<file path="src/design/pcd_pkg.sv">
// Purpose: Shared constants and types of the position calibration datapath
// Assumes: 20 MHz system clock, word-addressed register port
// Notes:   Register offsets are word indices on the plain register port
// Contract
// Arctangent of receiver channels gives spatial angle
// Calibrated equals (angle minus zero offset) times slope
// Slope factor never exceeds four
// Subtract coil compensation, limited to 252 counts
// Raw sine and cosine values are readable
// Offset and slope first, then linearization
// Neutral offset and unity slope pass angle unchanged
// Neutral offset 2400h linear, 0000h wraparound; unity 0400h
// Zero offset word encoding around 8192 base
// Slope word fixed point, 1024 means one
// Slope bit 12 inverts direction, max reference
// Correction points every 8192 counts
// Correction unit weighs 32 position counts
// Correction factors signed within plus minus 127
// Linear interpolation between adjacent correction points
// Saturate positions to 0..65535, never wrap
`default_nettype none

package pcd_pkg;
	// ==========================================================
	// Widths and register map
	localparam int unsigned DW = 16;
	localparam int unsigned AW = 5;
	localparam int unsigned CW = 20;
	localparam int unsigned CORR_N = 9;
	localparam logic [AW-1:0] ADR_ZERO_OFS = 5'h00;
	localparam logic [AW-1:0] ADR_SLOPE = 5'h01;
	localparam logic [AW-1:0] ADR_COIL_SIN = 5'h02;
	localparam logic [AW-1:0] ADR_COIL_COS = 5'h03;
	localparam logic [AW-1:0] ADR_CORR_FIRST = 5'h04;
	localparam logic [AW-1:0] ADR_CORR_LAST = 5'h0c;
	localparam logic [AW-1:0] ADR_MODE = 5'h0d;
	localparam logic [AW-1:0] ADR_RAW_SIN = 5'h10;
	localparam logic [AW-1:0] ADR_RAW_COS = 5'h11;
	localparam logic [AW-1:0] ADR_SPA = 5'h12;
	localparam logic [AW-1:0] ADR_CAL = 5'h13;
	localparam logic [AW-1:0] ADR_LIN = 5'h14;
	localparam logic [AW-1:0] ADR_STATUS = 5'h15;

	// ==========================================================
	// Field layouts and encodings
	localparam logic [DW-1:0] ZERO_OFS_RST = 16'h2400;
	localparam logic [DW-1:0] ZERO_OFS_WRAP_NEUTRAL = 16'h0000;
	localparam logic [DW-1:0] SLOPE_RST = 16'h0400;
	localparam int unsigned ZO_SEL_BIT = 13;
	localparam int unsigned ZO_SCALE_SH = 5;
	localparam logic signed [21:0] HALF_SCALE = 22'sh008000;
	localparam int unsigned SLOPE_INV_BIT = 12;
	localparam int unsigned SLOPE_MAG_W = 12;
	localparam int unsigned SLOPE_FRAC = 10;
	localparam int unsigned MODE_WRAP_BIT = 0;
	localparam logic signed [DW-1:0] COIL_MAX = 16'sh00fc;
	localparam logic signed [DW-1:0] CORR_MAX = 16'sh007f;
	localparam int unsigned SEG_SH = 13;
	localparam int unsigned CORR_SCALE_SH = 5;
	localparam logic signed [35:0] POS_MAX = 36'sh00000ffff;
	localparam logic [3:0] CORDIC_LAST = 4'hf;
	localparam logic [DW-1:0] ANG_HALF = 16'h8000;

	// ==========================================================
	// Types
	typedef enum logic [3:0] {
		ST_IDLE = 4'b0001,
		ST_ATAN = 4'b0010,
		ST_CAL = 4'b0100,
		ST_LIN = 4'b1000
	} pcd_state_e;

	typedef struct packed {
		logic signed [DW-1:0] sin;
		logic signed [DW-1:0] cos;
	} pcd_raw_s;

	typedef struct packed {
		logic busy;
		logic done;
		logic [3:0] it;
		logic signed [CW-1:0] x;
		logic signed [CW-1:0] y;
		logic [DW-1:0] z;
	} pcd_atan_s;

	typedef struct packed {
		pcd_state_e st;
		logic [DW-1:0] zero_ofs;
		logic [DW-1:0] slope;
		logic signed [8:0] coil_sin;
		logic signed [8:0] coil_cos;
		logic [CORR_N-1:0][7:0] corr;
		logic wrap;
		pcd_raw_s raw;
		logic [DW-1:0] spa;
		logic [DW-1:0] cal;
		logic [DW-1:0] lin;
		logic vld;
		logic [DW-1:0] rdata;
	} pcd_main_s;

	localparam pcd_main_s MAIN_RST = '{st: ST_IDLE, zero_ofs: ZERO_OFS_RST, slope: SLOPE_RST,
		coil_sin: '0, coil_cos: '0, corr: '0, wrap: 1'b0, raw: '0, spa: '0, cal: '0,
		lin: '0, vld: 1'b0, rdata: '0};
endpackage

`default_nettype wire

</file>
<file path="src/design/pcd_atan.sv">
// Purpose: Iterative vectoring arctangent, one micro-rotation per clock
// Assumes: Start only while idle; inputs stable in the start cycle only
// Notes:   Angle scale is 65536 counts per full turn
`default_nettype none

module pcd_atan (
	// Clock and reset
	input wire logic i_clk_sys,
	input wire logic i_rstn,
	// Request
	input wire logic i_start,
	input wire logic signed [pcd_pkg::DW:0] i_x,
	input wire logic signed [pcd_pkg::DW:0] i_y,
	// Result
	output logic o_done,
	output logic [pcd_pkg::DW-1:0] o_angle
);
	import pcd_pkg::*;

	pcd_atan_s r_r;
	pcd_atan_s r_nxt;

	// ==========================================================
	// Angle table, atan(2^-i) in turn counts
	function automatic logic [DW-1:0] atan_lut(input logic [3:0] i);
		case (i)
			4'h0: return 16'h2000;
			4'h1: return 16'h12e4;
			4'h2: return 16'h09fb;
			4'h3: return 16'h0511;
			4'h4: return 16'h028b;
			4'h5: return 16'h0146;
			4'h6: return 16'h00a3;
			4'h7: return 16'h0051;
			4'h8: return 16'h0029;
			4'h9: return 16'h0014;
			4'ha: return 16'h000a;
			4'hb: return 16'h0005;
			4'hc: return 16'h0003;
			4'hd: return 16'h0001;
			4'he: return 16'h0001;
			default: return 16'h0000;
		endcase
	endfunction

	// ==========================================================
	// Rotation step; left half plane is folded first so the loop converges
	always_comb begin
		r_nxt = r_r;
		r_nxt.done = 1'b0;
		if (!r_r.busy && i_start) begin
			r_nxt.busy = 1'b1;
			r_nxt.it = '0;
			if (i_x < 0) begin
				r_nxt.x = -CW'(i_x);
				r_nxt.y = -CW'(i_y);
				r_nxt.z = ANG_HALF;
			end else begin
				r_nxt.x = CW'(i_x);
				r_nxt.y = CW'(i_y);
				r_nxt.z = '0;
			end
		end else if (r_r.busy) begin
			if (r_r.y >= 0) begin
				r_nxt.x = r_r.x + (r_r.y >>> r_r.it);
				r_nxt.y = r_r.y - (r_r.x >>> r_r.it);
				r_nxt.z = r_r.z + atan_lut(r_r.it);
			end else begin
				r_nxt.x = r_r.x - (r_r.y >>> r_r.it);
				r_nxt.y = r_r.y + (r_r.x >>> r_r.it);
				r_nxt.z = r_r.z - atan_lut(r_r.it);
			end
			if (r_r.it == CORDIC_LAST) begin
				r_nxt.busy = 1'b0;
				r_nxt.done = 1'b1;
			end else begin
				r_nxt.it = r_r.it + 4'h1;
			end
		end
	end

	// State register
	always_ff @(posedge i_clk_sys or negedge i_rstn) begin
		if (!i_rstn) begin
			r_r <= '0;
		end else begin
			r_r <= r_nxt;
		end
	end

	assign o_done = r_r.done;
	assign o_angle = r_r.z;
endmodule // pcd_atan

`default_nettype wire

</file>
<file path="src/design/pcd_top.sv">
// Purpose: Coil offset compensation, arctangent, calibration and linearization
// Assumes: Raw channel samples come from logic on the same clock
// Notes:   One sample in flight; new samples are taken only while idle
//
// The implementer's own choice: the plain strobed port.
`default_nettype none

module pcd_top (
	// Clock and reset
	input wire logic i_clk_sys,
	input wire logic i_rstn,
	// Register port
	input wire logic [pcd_pkg::AW-1:0] i_addr,
	input wire logic [pcd_pkg::DW-1:0] i_wdata,
	input wire logic i_wr_en,
	input wire logic i_rd_en,
	output logic [pcd_pkg::DW-1:0] o_rdata,
	// Receiver samples
	input wire logic i_smp_vld,
	input wire pcd_pkg::pcd_raw_s i_raw,
	output logic o_smp_ready,
	// Position results
	output logic o_pos_vld,
	output logic [pcd_pkg::DW-1:0] o_spa,
	output logic [pcd_pkg::DW-1:0] o_calibrated_position,
	output logic [pcd_pkg::DW-1:0] o_linearized_position
);
	import pcd_pkg::*;

	pcd_main_s r_r;
	pcd_main_s r_nxt;
	logic atan_start;
	logic atan_done;
	logic [DW-1:0] atan_angle;
	logic signed [DW:0] comp_sin;
	logic signed [DW:0] comp_cos;
	logic signed [21:0] ofs_v;
	logic signed [21:0] ofs_eff;
	logic signed [21:0] diff;
	logic [SLOPE_MAG_W-1:0] slope_mag;
	logic signed [35:0] prod;
	logic [DW-1:0] cal_nxt;
	logic [2:0] seg;
	logic [SEG_SH-1:0] frac;
	logic signed [7:0] c_lo;
	logic signed [7:0] c_hi;
	logic signed [8:0] c_delta;
	logic signed [24:0] term;
	logic signed [24:0] corr_cnt;
	logic signed [35:0] lin_sum;
	logic [DW-1:0] lin_nxt;

	// ==========================================================
	// Helpers
	// Limits a written word to a symmetric signed range
	function automatic logic signed [DW-1:0] sat_sym(input logic [DW-1:0] w, input logic signed [DW-1:0] lim);
		logic signed [DW-1:0] s;
		s = $signed(w);
		if (s > lim) begin
			s = lim;
		end else if (s < -lim) begin
			s = -lim;
		end
		return s;
	endfunction

	// Clips a wide signed result into the unsigned position range
	function automatic logic [DW-1:0] sat_pos(input logic signed [35:0] v);
		if (v < 0) begin
			return '0;
		end else if (v > POS_MAX) begin
			return '1;
		end
		return v[DW-1:0];
	endfunction

	// Address decode for the correction table, shared by write and read
	function automatic logic is_corr(input logic [AW-1:0] a);
		return (a >= ADR_CORR_FIRST) && (a <= ADR_CORR_LAST);
	endfunction

	function automatic logic [3:0] corr_idx(input logic [AW-1:0] a);
		return 4'(a - ADR_CORR_FIRST);
	endfunction

	// ==========================================================
	// Arctangent engine
	// Coil offsets come off before the angle, so the angle never sees them
	assign comp_sin = 17'(i_raw.sin) - 17'(r_r.coil_sin);
	assign comp_cos = 17'(i_raw.cos) - 17'(r_r.coil_cos);

	// One angle engine, shared by every sample; a new sample waits for idle
	pcd_atan i_pcd_atan (
		.i_clk_sys(i_clk_sys),
		.i_rstn(i_rstn),
		.i_start(atan_start),
		.i_x(comp_cos),
		.i_y(comp_sin),
		.o_done(atan_done),
		.o_angle(atan_angle)
	);

	// ==========================================================
	// Zero offset and slope
	// Offset word decode: above the 8192 base the offset lies below half scale
	always_comb begin
		if (r_r.zero_ofs[ZO_SEL_BIT]) begin
			ofs_v = HALF_SCALE - $signed(22'(r_r.zero_ofs[ZO_SEL_BIT-1:0]) << ZO_SCALE_SH);
		end else begin
			ofs_v = HALF_SCALE + $signed(22'(r_r.zero_ofs[ZO_SEL_BIT-1:0]) << ZO_SCALE_SH);
		end
		// Wraparound mode moves the neutral word to zero
		ofs_eff = r_r.wrap ? (ofs_v + HALF_SCALE) : ofs_v;
		// Inverted polarity measures back from the maximum angle
		if (r_r.slope[SLOPE_INV_BIT]) begin
			diff = ofs_eff - $signed(22'(r_r.spa));
		end else begin
			diff = $signed(22'(r_r.spa)) - ofs_eff;
		end
		// In wraparound mode the difference wraps round the turn
		if (r_r.wrap) begin
			diff = $signed(22'(diff[DW-1:0]));
		end
	end

	// Magnitude field is twelve bits, so the factor stays under four
	assign slope_mag = r_r.slope[SLOPE_MAG_W-1:0];
	assign prod = diff * $signed({1'b0, slope_mag});
	assign cal_nxt = sat_pos(prod >>> SLOPE_FRAC);

	// ==========================================================
	// Piecewise-linear correction
	// Segment from the top bits, position inside it from the rest
	assign seg = r_r.cal[DW-1:SEG_SH];
	assign frac = r_r.cal[SEG_SH-1:0];
	assign c_lo = $signed(r_r.corr[seg]);
	assign c_hi = $signed(r_r.corr[4'(seg) + 4'h1]);
	assign c_delta = 9'(c_hi) - 9'(c_lo);
	// Interpolated factor times 8192, computed in one step to keep the fraction
	assign term = ($signed(25'(c_lo)) <<< SEG_SH) + 25'(c_delta) * $signed({1'b0, frac});
	assign corr_cnt = term >>> (SEG_SH - CORR_SCALE_SH);
	assign lin_sum = $signed(36'(r_r.cal)) + 36'(corr_cnt);
	assign lin_nxt = sat_pos(lin_sum);

	// ==========================================================
	// Register access and sequencing
	always_comb begin
		r_nxt = r_r;
		r_nxt.vld = 1'b0;
		r_nxt.rdata = '0;
		atan_start = 1'b0;
		// Writes; limited fields are clipped on the way in
		if (i_wr_en) begin
			case (i_addr)
				ADR_ZERO_OFS: r_nxt.zero_ofs = i_wdata;
				ADR_SLOPE: r_nxt.slope = i_wdata;
				ADR_COIL_SIN: r_nxt.coil_sin = 9'(sat_sym(i_wdata, COIL_MAX));
				ADR_COIL_COS: r_nxt.coil_cos = 9'(sat_sym(i_wdata, COIL_MAX));
				ADR_MODE: r_nxt.wrap = i_wdata[MODE_WRAP_BIT];
				default: ;
			endcase
			if (is_corr(i_addr)) begin
				r_nxt.corr[corr_idx(i_addr)] = 8'(sat_sym(i_wdata, CORR_MAX));
			end
		end
		// Reads answer in the next cycle only; unmapped reads give zero
		if (i_rd_en) begin
			case (i_addr)
				ADR_ZERO_OFS: r_nxt.rdata = r_r.zero_ofs;
				ADR_SLOPE: r_nxt.rdata = r_r.slope;
				ADR_COIL_SIN: r_nxt.rdata = DW'(r_r.coil_sin);
				ADR_COIL_COS: r_nxt.rdata = DW'(r_r.coil_cos);
				ADR_MODE: r_nxt.rdata = DW'(r_r.wrap);
				ADR_RAW_SIN: r_nxt.rdata = r_r.raw.sin;
				ADR_RAW_COS: r_nxt.rdata = r_r.raw.cos;
				ADR_SPA: r_nxt.rdata = r_r.spa;
				ADR_CAL: r_nxt.rdata = r_r.cal;
				ADR_LIN: r_nxt.rdata = r_r.lin;
				ADR_STATUS: r_nxt.rdata = DW'(r_r.st != ST_IDLE);
				default: r_nxt.rdata = '0;
			endcase
			if (is_corr(i_addr)) begin
				r_nxt.rdata = DW'($signed(r_r.corr[corr_idx(i_addr)]));
			end
		end
		// Calibration strictly before correction, one stage per cycle
		unique case (r_r.st)
			ST_IDLE: begin
				if (i_smp_vld) begin
					r_nxt.raw = i_raw;
					atan_start = 1'b1;
					r_nxt.st = ST_ATAN;
				end
			end
			ST_ATAN: begin
				if (atan_done) begin
					r_nxt.spa = atan_angle;
					r_nxt.st = ST_CAL;
				end
			end
			ST_CAL: begin
				r_nxt.cal = cal_nxt;
				r_nxt.st = ST_LIN;
			end
			ST_LIN: begin
				r_nxt.lin = lin_nxt;
				r_nxt.vld = 1'b1;
				r_nxt.st = ST_IDLE;
			end
			default: r_nxt.st = ST_IDLE;
		endcase
	end

	// State register
	always_ff @(posedge i_clk_sys or negedge i_rstn) begin
		if (!i_rstn) begin
			r_r <= MAIN_RST;
		end else begin
			r_r <= r_nxt;
		end
	end

	// ==========================================================
	// Outputs
	// Ready is combinational so a sample can be offered in the idle cycle
	assign o_smp_ready = (r_r.st == ST_IDLE);
	assign o_rdata = r_r.rdata;
	assign o_pos_vld = r_r.vld;
	assign o_spa = r_r.spa;
	assign o_calibrated_position = r_r.cal;
	assign o_linearized_position = r_r.lin;

	logic neutral_cfg;
	logic coil_over;
	logic coil_under;
	logic corr_over;
	logic corr_under;
	logic [DW-1:0] point_exp;
	assign neutral_cfg = (r_r.zero_ofs == ZERO_OFS_RST) && (r_r.slope == SLOPE_RST) && !r_r.wrap && (r_r.corr == '0);

	// Written words beyond the limits, seen as the master offers them
	assign coil_over = i_wr_en && (i_addr == ADR_COIL_SIN) && ($signed(i_wdata) > COIL_MAX);
	assign coil_under = i_wr_en && (i_addr == ADR_COIL_SIN) && ($signed(i_wdata) < -COIL_MAX);
	assign corr_over = i_wr_en && is_corr(i_addr) && ($signed(i_wdata) > CORR_MAX);
	assign corr_under = i_wr_en && is_corr(i_addr) && ($signed(i_wdata) < -CORR_MAX);

	// At a correction point the whole factor applies, scaled by 32
	assign point_exp = sat_pos($signed(36'(r_r.cal)) + (36'(c_lo) <<< CORR_SCALE_SH));
endmodule // pcd_top

`default_nettype wire

</file>
<file path="config.mk">
export PLATFORM = sky130hd
export DESIGN_NAME = pcd_top
export DESIGN_NICKNAME = d
export VERILOG_FILES = /design/src/design/pcd_pkg.sv /design/src/design/pcd_atan.sv /design/src/design/pcd_top.sv
export SDC_FILE = /design/constraint.sdc
export NUM_CORES = 2
export LEC_CHECK = 0
export BUFFER_PORTS_ARGS = -buffer_cell sky130_fd_sc_hd__buf_2
export CAP_MARGIN = 25
export CORE_UTILIZATION = 49
export DETAILED_ROUTE_END_ITERATION = 6
export PLACE_DENSITY_LB_ADDON = 0.05
export RECOVER_POWER = 50
export SYNTH_ARGS = -nofsm -noshare
export SYNTH_HDL_FRONTEND = slang
export SYNTH_SLANG_ARGS = --single-unit
</file>
<file path="constraint.sdc">
create_clock -name i_clk_sys -period 26.5 [get_ports i_clk_sys]
set_clock_uncertainty 0.15 [all_clocks]
set_input_delay 5.3 -clock i_clk_sys [delete_from_list [all_inputs] [get_ports i_clk_sys]]
set_output_delay 5.3 -clock i_clk_sys [all_outputs]
set_load 0.01 [all_outputs]
</file>
* Word level (Yosys, flattened, before mapping)
Memory sizes are Yosys's and may differ from the RTL's.
Index checks and enable logic that the tools add are counted.
W data, S select, Z words.
** Storage, ports and cells
- Output and inout bits :: 66
- RAM bits :: 0
- Bits of input ports :: 58
- Memories kept :: 2
- ROM bits :: 448
- Register bits :: 286
- Logic and storage cells :: 158
- Bits in latches :: 0
** Memories
- (name not given) :: words 16, bits a word 14, rd ports 1, clocked after Yosys merged registers in 0, wr ports 0, line pcd_atan.sv:26 : case (i)
- (name not given) :: words 16, bits a word 14, rd ports 1, clocked after Yosys merged registers in 0, wr ports 0, line pcd_atan.sv:26
** Operators by class
- Equal/unequal tests :: 19
- Reduce and logical (&&, ||, !) cells :: 16
- Shift operators :: 2
- Magnitude comparators :: 16
- Add/subtract/negate cells :: 21
- $mul :: 2
- Mux-type cells :: 52
- Bitwise operators :: 0
- Div/mod/pow operators :: 0
** Operators with widths (number)
- $mux W16 :: 14
- $pmux W16 S11 :: 1
- $mux W56 :: 2
- $mux W22 :: 4
- $bwmux W72 :: 1
- $bmux W8 S4 :: 2
- $mux W8 :: 8
- $mux W62 :: 1
- $mux W60 :: 1
- $add A20 B20 Y20 :: 2
- $neg A17 Y20 :: 2
- $sshr A20 B4 Y20 :: 2
- $sub A20 B20 Y20 :: 2
- $mul A22 B13 Y35 :: 1
- $sub A16 B9 Y17 :: 2
- $demux W8 S4 :: 1
- $eq A5 B5 Y1 const B :: 6
- $gt A25 B17 Y1 const B :: 1
- $lt A25 B1 Y1 const B :: 1
- $add A21 B23 Y24 :: 1
- $bmux W8 S3 :: 1
- $mul A9 B14 Y23 :: 1
- $add A22 B17 Y22 const B :: 1
- $sub A17 B22 Y22 :: 1
- other kinds (43) :: 69

* Longest topological paths before layout
- Word-level depth :: 12
- Depth in mapped cells :: 48
- Depth with buffers taken out :: 43

* Cells and area by module
From an unflattened synthesis, not the netlist that was laid out.
** Second synthesis, totals
- Cells, all modules :: 4347
- Area total of the unflattened synthesis :: 38366.8 um^2
** By module, submodules not included
- pcd_top :: area an instance 28792.6 um^2, cells an instance 3169, instances 1, sequential area each 5610.4 um^2
- pcd_atan :: area an instance 9574.2 um^2, cells an instance 1178, instances 1, sequential area each 1551.5 um^2

* Least setup slack after synthesis
OpenSTA, ideal clock, no wires.
- Path kind :: flip-flop to flip-flop
- Start point :: reg r_r, in the netlist o_calibrated_position[13]
- End point :: reg r_r, in the netlist o_linearized_position[10]
- Arrival :: 10.738 ns
- Path slack :: 15.470 ns
- Setup time :: 0.142 ns
- Path buffers :: 4
- Stages on the path, launching flop included :: 44
- Period minus slack after synthesis :: 11.030 ns
- Data required time :: 26.208 ns
- Cells stage by stage :: dfrtp_1 ha_1 clkbuf_1 buf_1 mux4_2 mux2i_1 o21ai_0 ha_1 o21ai_0 nand2b_1 a21o_1 a21o_1 a21o_1 a21oi_1 xnor2_1 clkbuf_1 nand2_1 fa_1 [8 not listed] a2111oi_0 a21oi_1 and2_1 o21a_1 nor2_1 xnor2_1 ha_1 inv_1 nor2_1 a311o_1 o31ai_1 o21ai_0 o211a_1 nor2_1 o21ai_0 a21oi_1 clkbuf_1 a211oi_1
** On the way
- Longest elaborated chain between the ends :: 11
- Elaborated cells on any way between the ends :: 15
- Classes of those cells :: add/sub (4); mul (1); order compare (2); mux (8)
** Ends and longest elaborated chain
- from (decl) :: line pcd_top.sv:30 : pcd_main_s r_r;
- from (signal assigned) :: line pcd_top.sv:219 : r_r <= r_nxt;
- $add A3 B1 Y4 :: line pcd_top.sv:137 : assign c_hi = $signed(r_r.corr[4'(seg) + 4'h1]);
- $bmux W8 S4 :: line pcd_top.sv:137
- $mux W8 (not written as such) :: line pcd_top.sv:137
- $sub A8 B8 Y9 :: line pcd_top.sv:138 : assign c_delta = 9'(c_hi) - 9'(c_lo);
- $mul A9 B14 Y23 :: line pcd_top.sv:140 : assign term = ($signed(25'(c_lo)) <<< SEG_SH) + 25'(c_delta) * $signed({1'b0, frac});
- $add A21 B23 Y24 :: line pcd_top.sv:140
- $add A17 B16 Y18 * :: line pcd_top.sv:142 : assign lin_sum = $signed(36'(r_r.cal)) + 36'(corr_cnt);
- $gt A18 B17 Y1 :: line pcd_top.sv:71 : end else if (v > POS_MAX) begin
- $mux W1 :: line pcd_top.sv:71
- $mux W1 :: line pcd_top.sv:69 : if (v < 0) begin
- $mux W16 * :: line pcd_top.sv:74 : return v[DW-1:0];
Mark *: on every way between the ends. The rest lies on a longest branch, timed or not. The select of a mux whose other input is x is not followed.
A chain may end at the register's enable or synchronous reset.

* Worst setup path in the final report
- Start point :: reg r_r, in the netlist o_calibrated_position[14]
- End point :: reg r_r, in the netlist o_linearized_position[5]
Same word-level chain as after synthesis.

==> metrics.txt <==
Rows 100; dominant cell type by area after synthesis dfrtp_1; fin util 53.2%; Cells after Synth 4304; final slew viol count 468; post-route ant nets 0; GRT overflow 0; FF+latch area 0.00717 mm^2; reg-to-reg startpoint o_calibrated_position[14]; fmax 79.7 MHz; Yosys warnings 0; hold buffer count at cts 0; CTS tree yes; number of antenna violations at the first check in global routing 4; DRT iter0 DRCs 2809; CP Launch Type flip-flop; dpl cells 5207; Slew HR -213%; multi-input logic area 0.0271 mm^2; drt total wl 113000 um; R2R setup slack 13950 ps; vias per inst 5.87; global placer's final weighted congestion 0.935; Worst-Skew Late Latency 580 ps; fraction of registers with async set/reset 100%; Critical Path Sink o_linearized_position[5]; Crit. End Element flip-flop; pin count of the biggest net entering global routing 81; Fill cells 7164; post-layout net count 4952; Mapped Area 0.0374 mm^2; layout cells sized above 1 10.1%; Tcrit/Tclk final 47.3%; arrival time worst endpoint 12810 ps; failing checks capacitance limit, slew limit; first-pass GRT wire length 177000 um; # setup viols final 0; status finished with violations; die area 0.0774 mm^2; Die W 278 um; final hold violation count 0; Final HPWL DP 87900 um; Critical Path Start o_calibrated_position[14]; Finished Layout Cells 5281; sequential element share of the synthesized area 19.2%; Tmin final 12550 ps; DRC Markers 0; Hold Crit Class flip-flop to flip-flop; unrepaired setup endpoints after global routing no; worst hold margin 329 ps; Synth area leaders dfrtp_1, fa_1, ha_1, inv_1, nand2_1; CTS sink count 286; Synth cell types 86; count leader, synth inv_1; first-pass iteration count of the detailed router 5; CTS Buf Count 37; cell repeated most along the worst path fa_1; Post-synth top cells inv_1, nand2_1, fa_1, nor2_1, dfrtp_1; setup TNS 0 ps; Worst R2R Path Depth 44; setup repair bufs after CTS 0; worst setup path class flip-flop to flip-flop; delay of the slowest critical-path stage 1070 ps; Yosys top cell area share 18.9%; Area growth syn-to-layout 6.67%; H-tree Lvls 2; Die Y 278 um; slew of the pin with the lowest slew margin 4690 ps; Synth Register Bits 286; RR Endpoint o_linearized_position[5]; cts repair resizes 0; clk buf depth 3; Root Driver clkbuf_16; I/O pin count 124; wire per inst 21.4 um; starting density of the core 49.9%; clk slew on worst S/H paths 60 ps; Vias 31000; IO buf count 123; WP data required 26770 ps; CP max-delay cell dfrtp_1; number of global-route vias before repair 29600; Post-synth top flop dfrtp_1; core area 0.0749 mm^2; top fanout value on the critical path 22; GRT Util Overall 29.6%; average cell area after synthesis 8.68 um^2; # Max-Cap Violations 8; Synthesized Nets 4973; Post-synth EDFFs 0
## cell type report
type | count | share of cell area [%]
repair buffers | 205 | 3.03
diodes | 1 | 0.00628
flip-flops and latches | 286 | 18.0
clock buffers | 51 | 2.60
clock inverters | 16 | 0.593
multi-input cells | 3232 | 67.8
well taps | 969 | 3.04
inverters | 521 | 4.90
## per-layer routing
layer / vias up / global-route usage (%) / routed length (um)
met5: - / 0 / 0
met4: 0 / 8.74 / 3500
met3: 157 / 3.53 / 7760
met2: 1072 / 45.0 / 49900
met1: 15400 / 44.1 / 52000
li1: 14400 / - / -
## through the flow
stage | setup slack, ps | cell area [um^2]
finish | 13950 | 39900
global route | 12430 | 39900
CTS | 13770 | 39900
detailed placement | 13820 | 38600
global placement | 13740 | 38600
floorplan | 15470 | 37400
## worst min path at each step
| stage | startpoint | endpoint | cells past startpoint |
|---|---|---|---|
| floorplan | r_r[82] | r_r[82] | 2 |
| global placement | r_r[70] | r_r[70] | 2 |
| detailed placement | r_r[72] | r_r[72] | 2 |
| CTS | r_r[72] | r_r[72] | 2 |
| global route | r_r[202] | r_r[202] | 1 |
| finish | r_r[70] | r_r[70] | 2 |
## kinds of logic after synthesis
| family | after synthesis | share of synthesized area (%) |
|---|---|---|
| and+or+nand+nor | 1328 | 16.7 |
| AOI/OAI and AO/OA | 879 | 15.1 |
| buffers and inverters | 786 | 8.62 |
| adders and majority gates | 611 | 27.1 |
| DFF | 286 | 19.2 |
| xor gates and xnor gates | 221 | 5.22 |
| muxes | 193 | 8.07 |
## worst max-delay path, delay by kind of cell (launching register included)
family,cells,cell delay (ps)
xor gates and xnor gates,1,140
and+or+nand+nor,9,1090
AOI/OAI and AO/OA,14,3880
DFF,1,1070
muxes,3,760
adders and majority gates,10,4290
buffers and inverters,7,980
## layout by cell type (no fill, tap or decap), drive strengths merged, types with 19 or more instances in the layout
cell type / count
nand3: 45
nand2b: 80
a21o: 57
clkbuf: 64
nand2: 483
or3: 23
a31oi: 31
xor2: 86
or2: 19
and3: 21
o21a: 28
o31ai: 34
nor2b: 43
mux2: 59
mux2i: 54
and2: 149
nor3: 66
xnor2: 134
dfrtp: 282
inv: 519
ha: 278
a211oi: 44
fa: 333
a22oi: 48
nor2: 331
o21ai: 215
mux4: 80
buf: 192
a21oi: 233
## registers in the layout, indices dropped and copies added, names as in the netlist
signal and count:
i_pcd_atan.r_r 45, i_pcd_atan.o_angle 16, o_calibrated_position 16, o_rdata 16, o_linearized_position 16, i_pcd_atan.o_done 1, o_pos_vld 1, r_r 159
o_spa 16
Power is left out: the tool's default activity adds up to more than one toggle a clock period on the data nets, which glitch-free logic cannot reach.
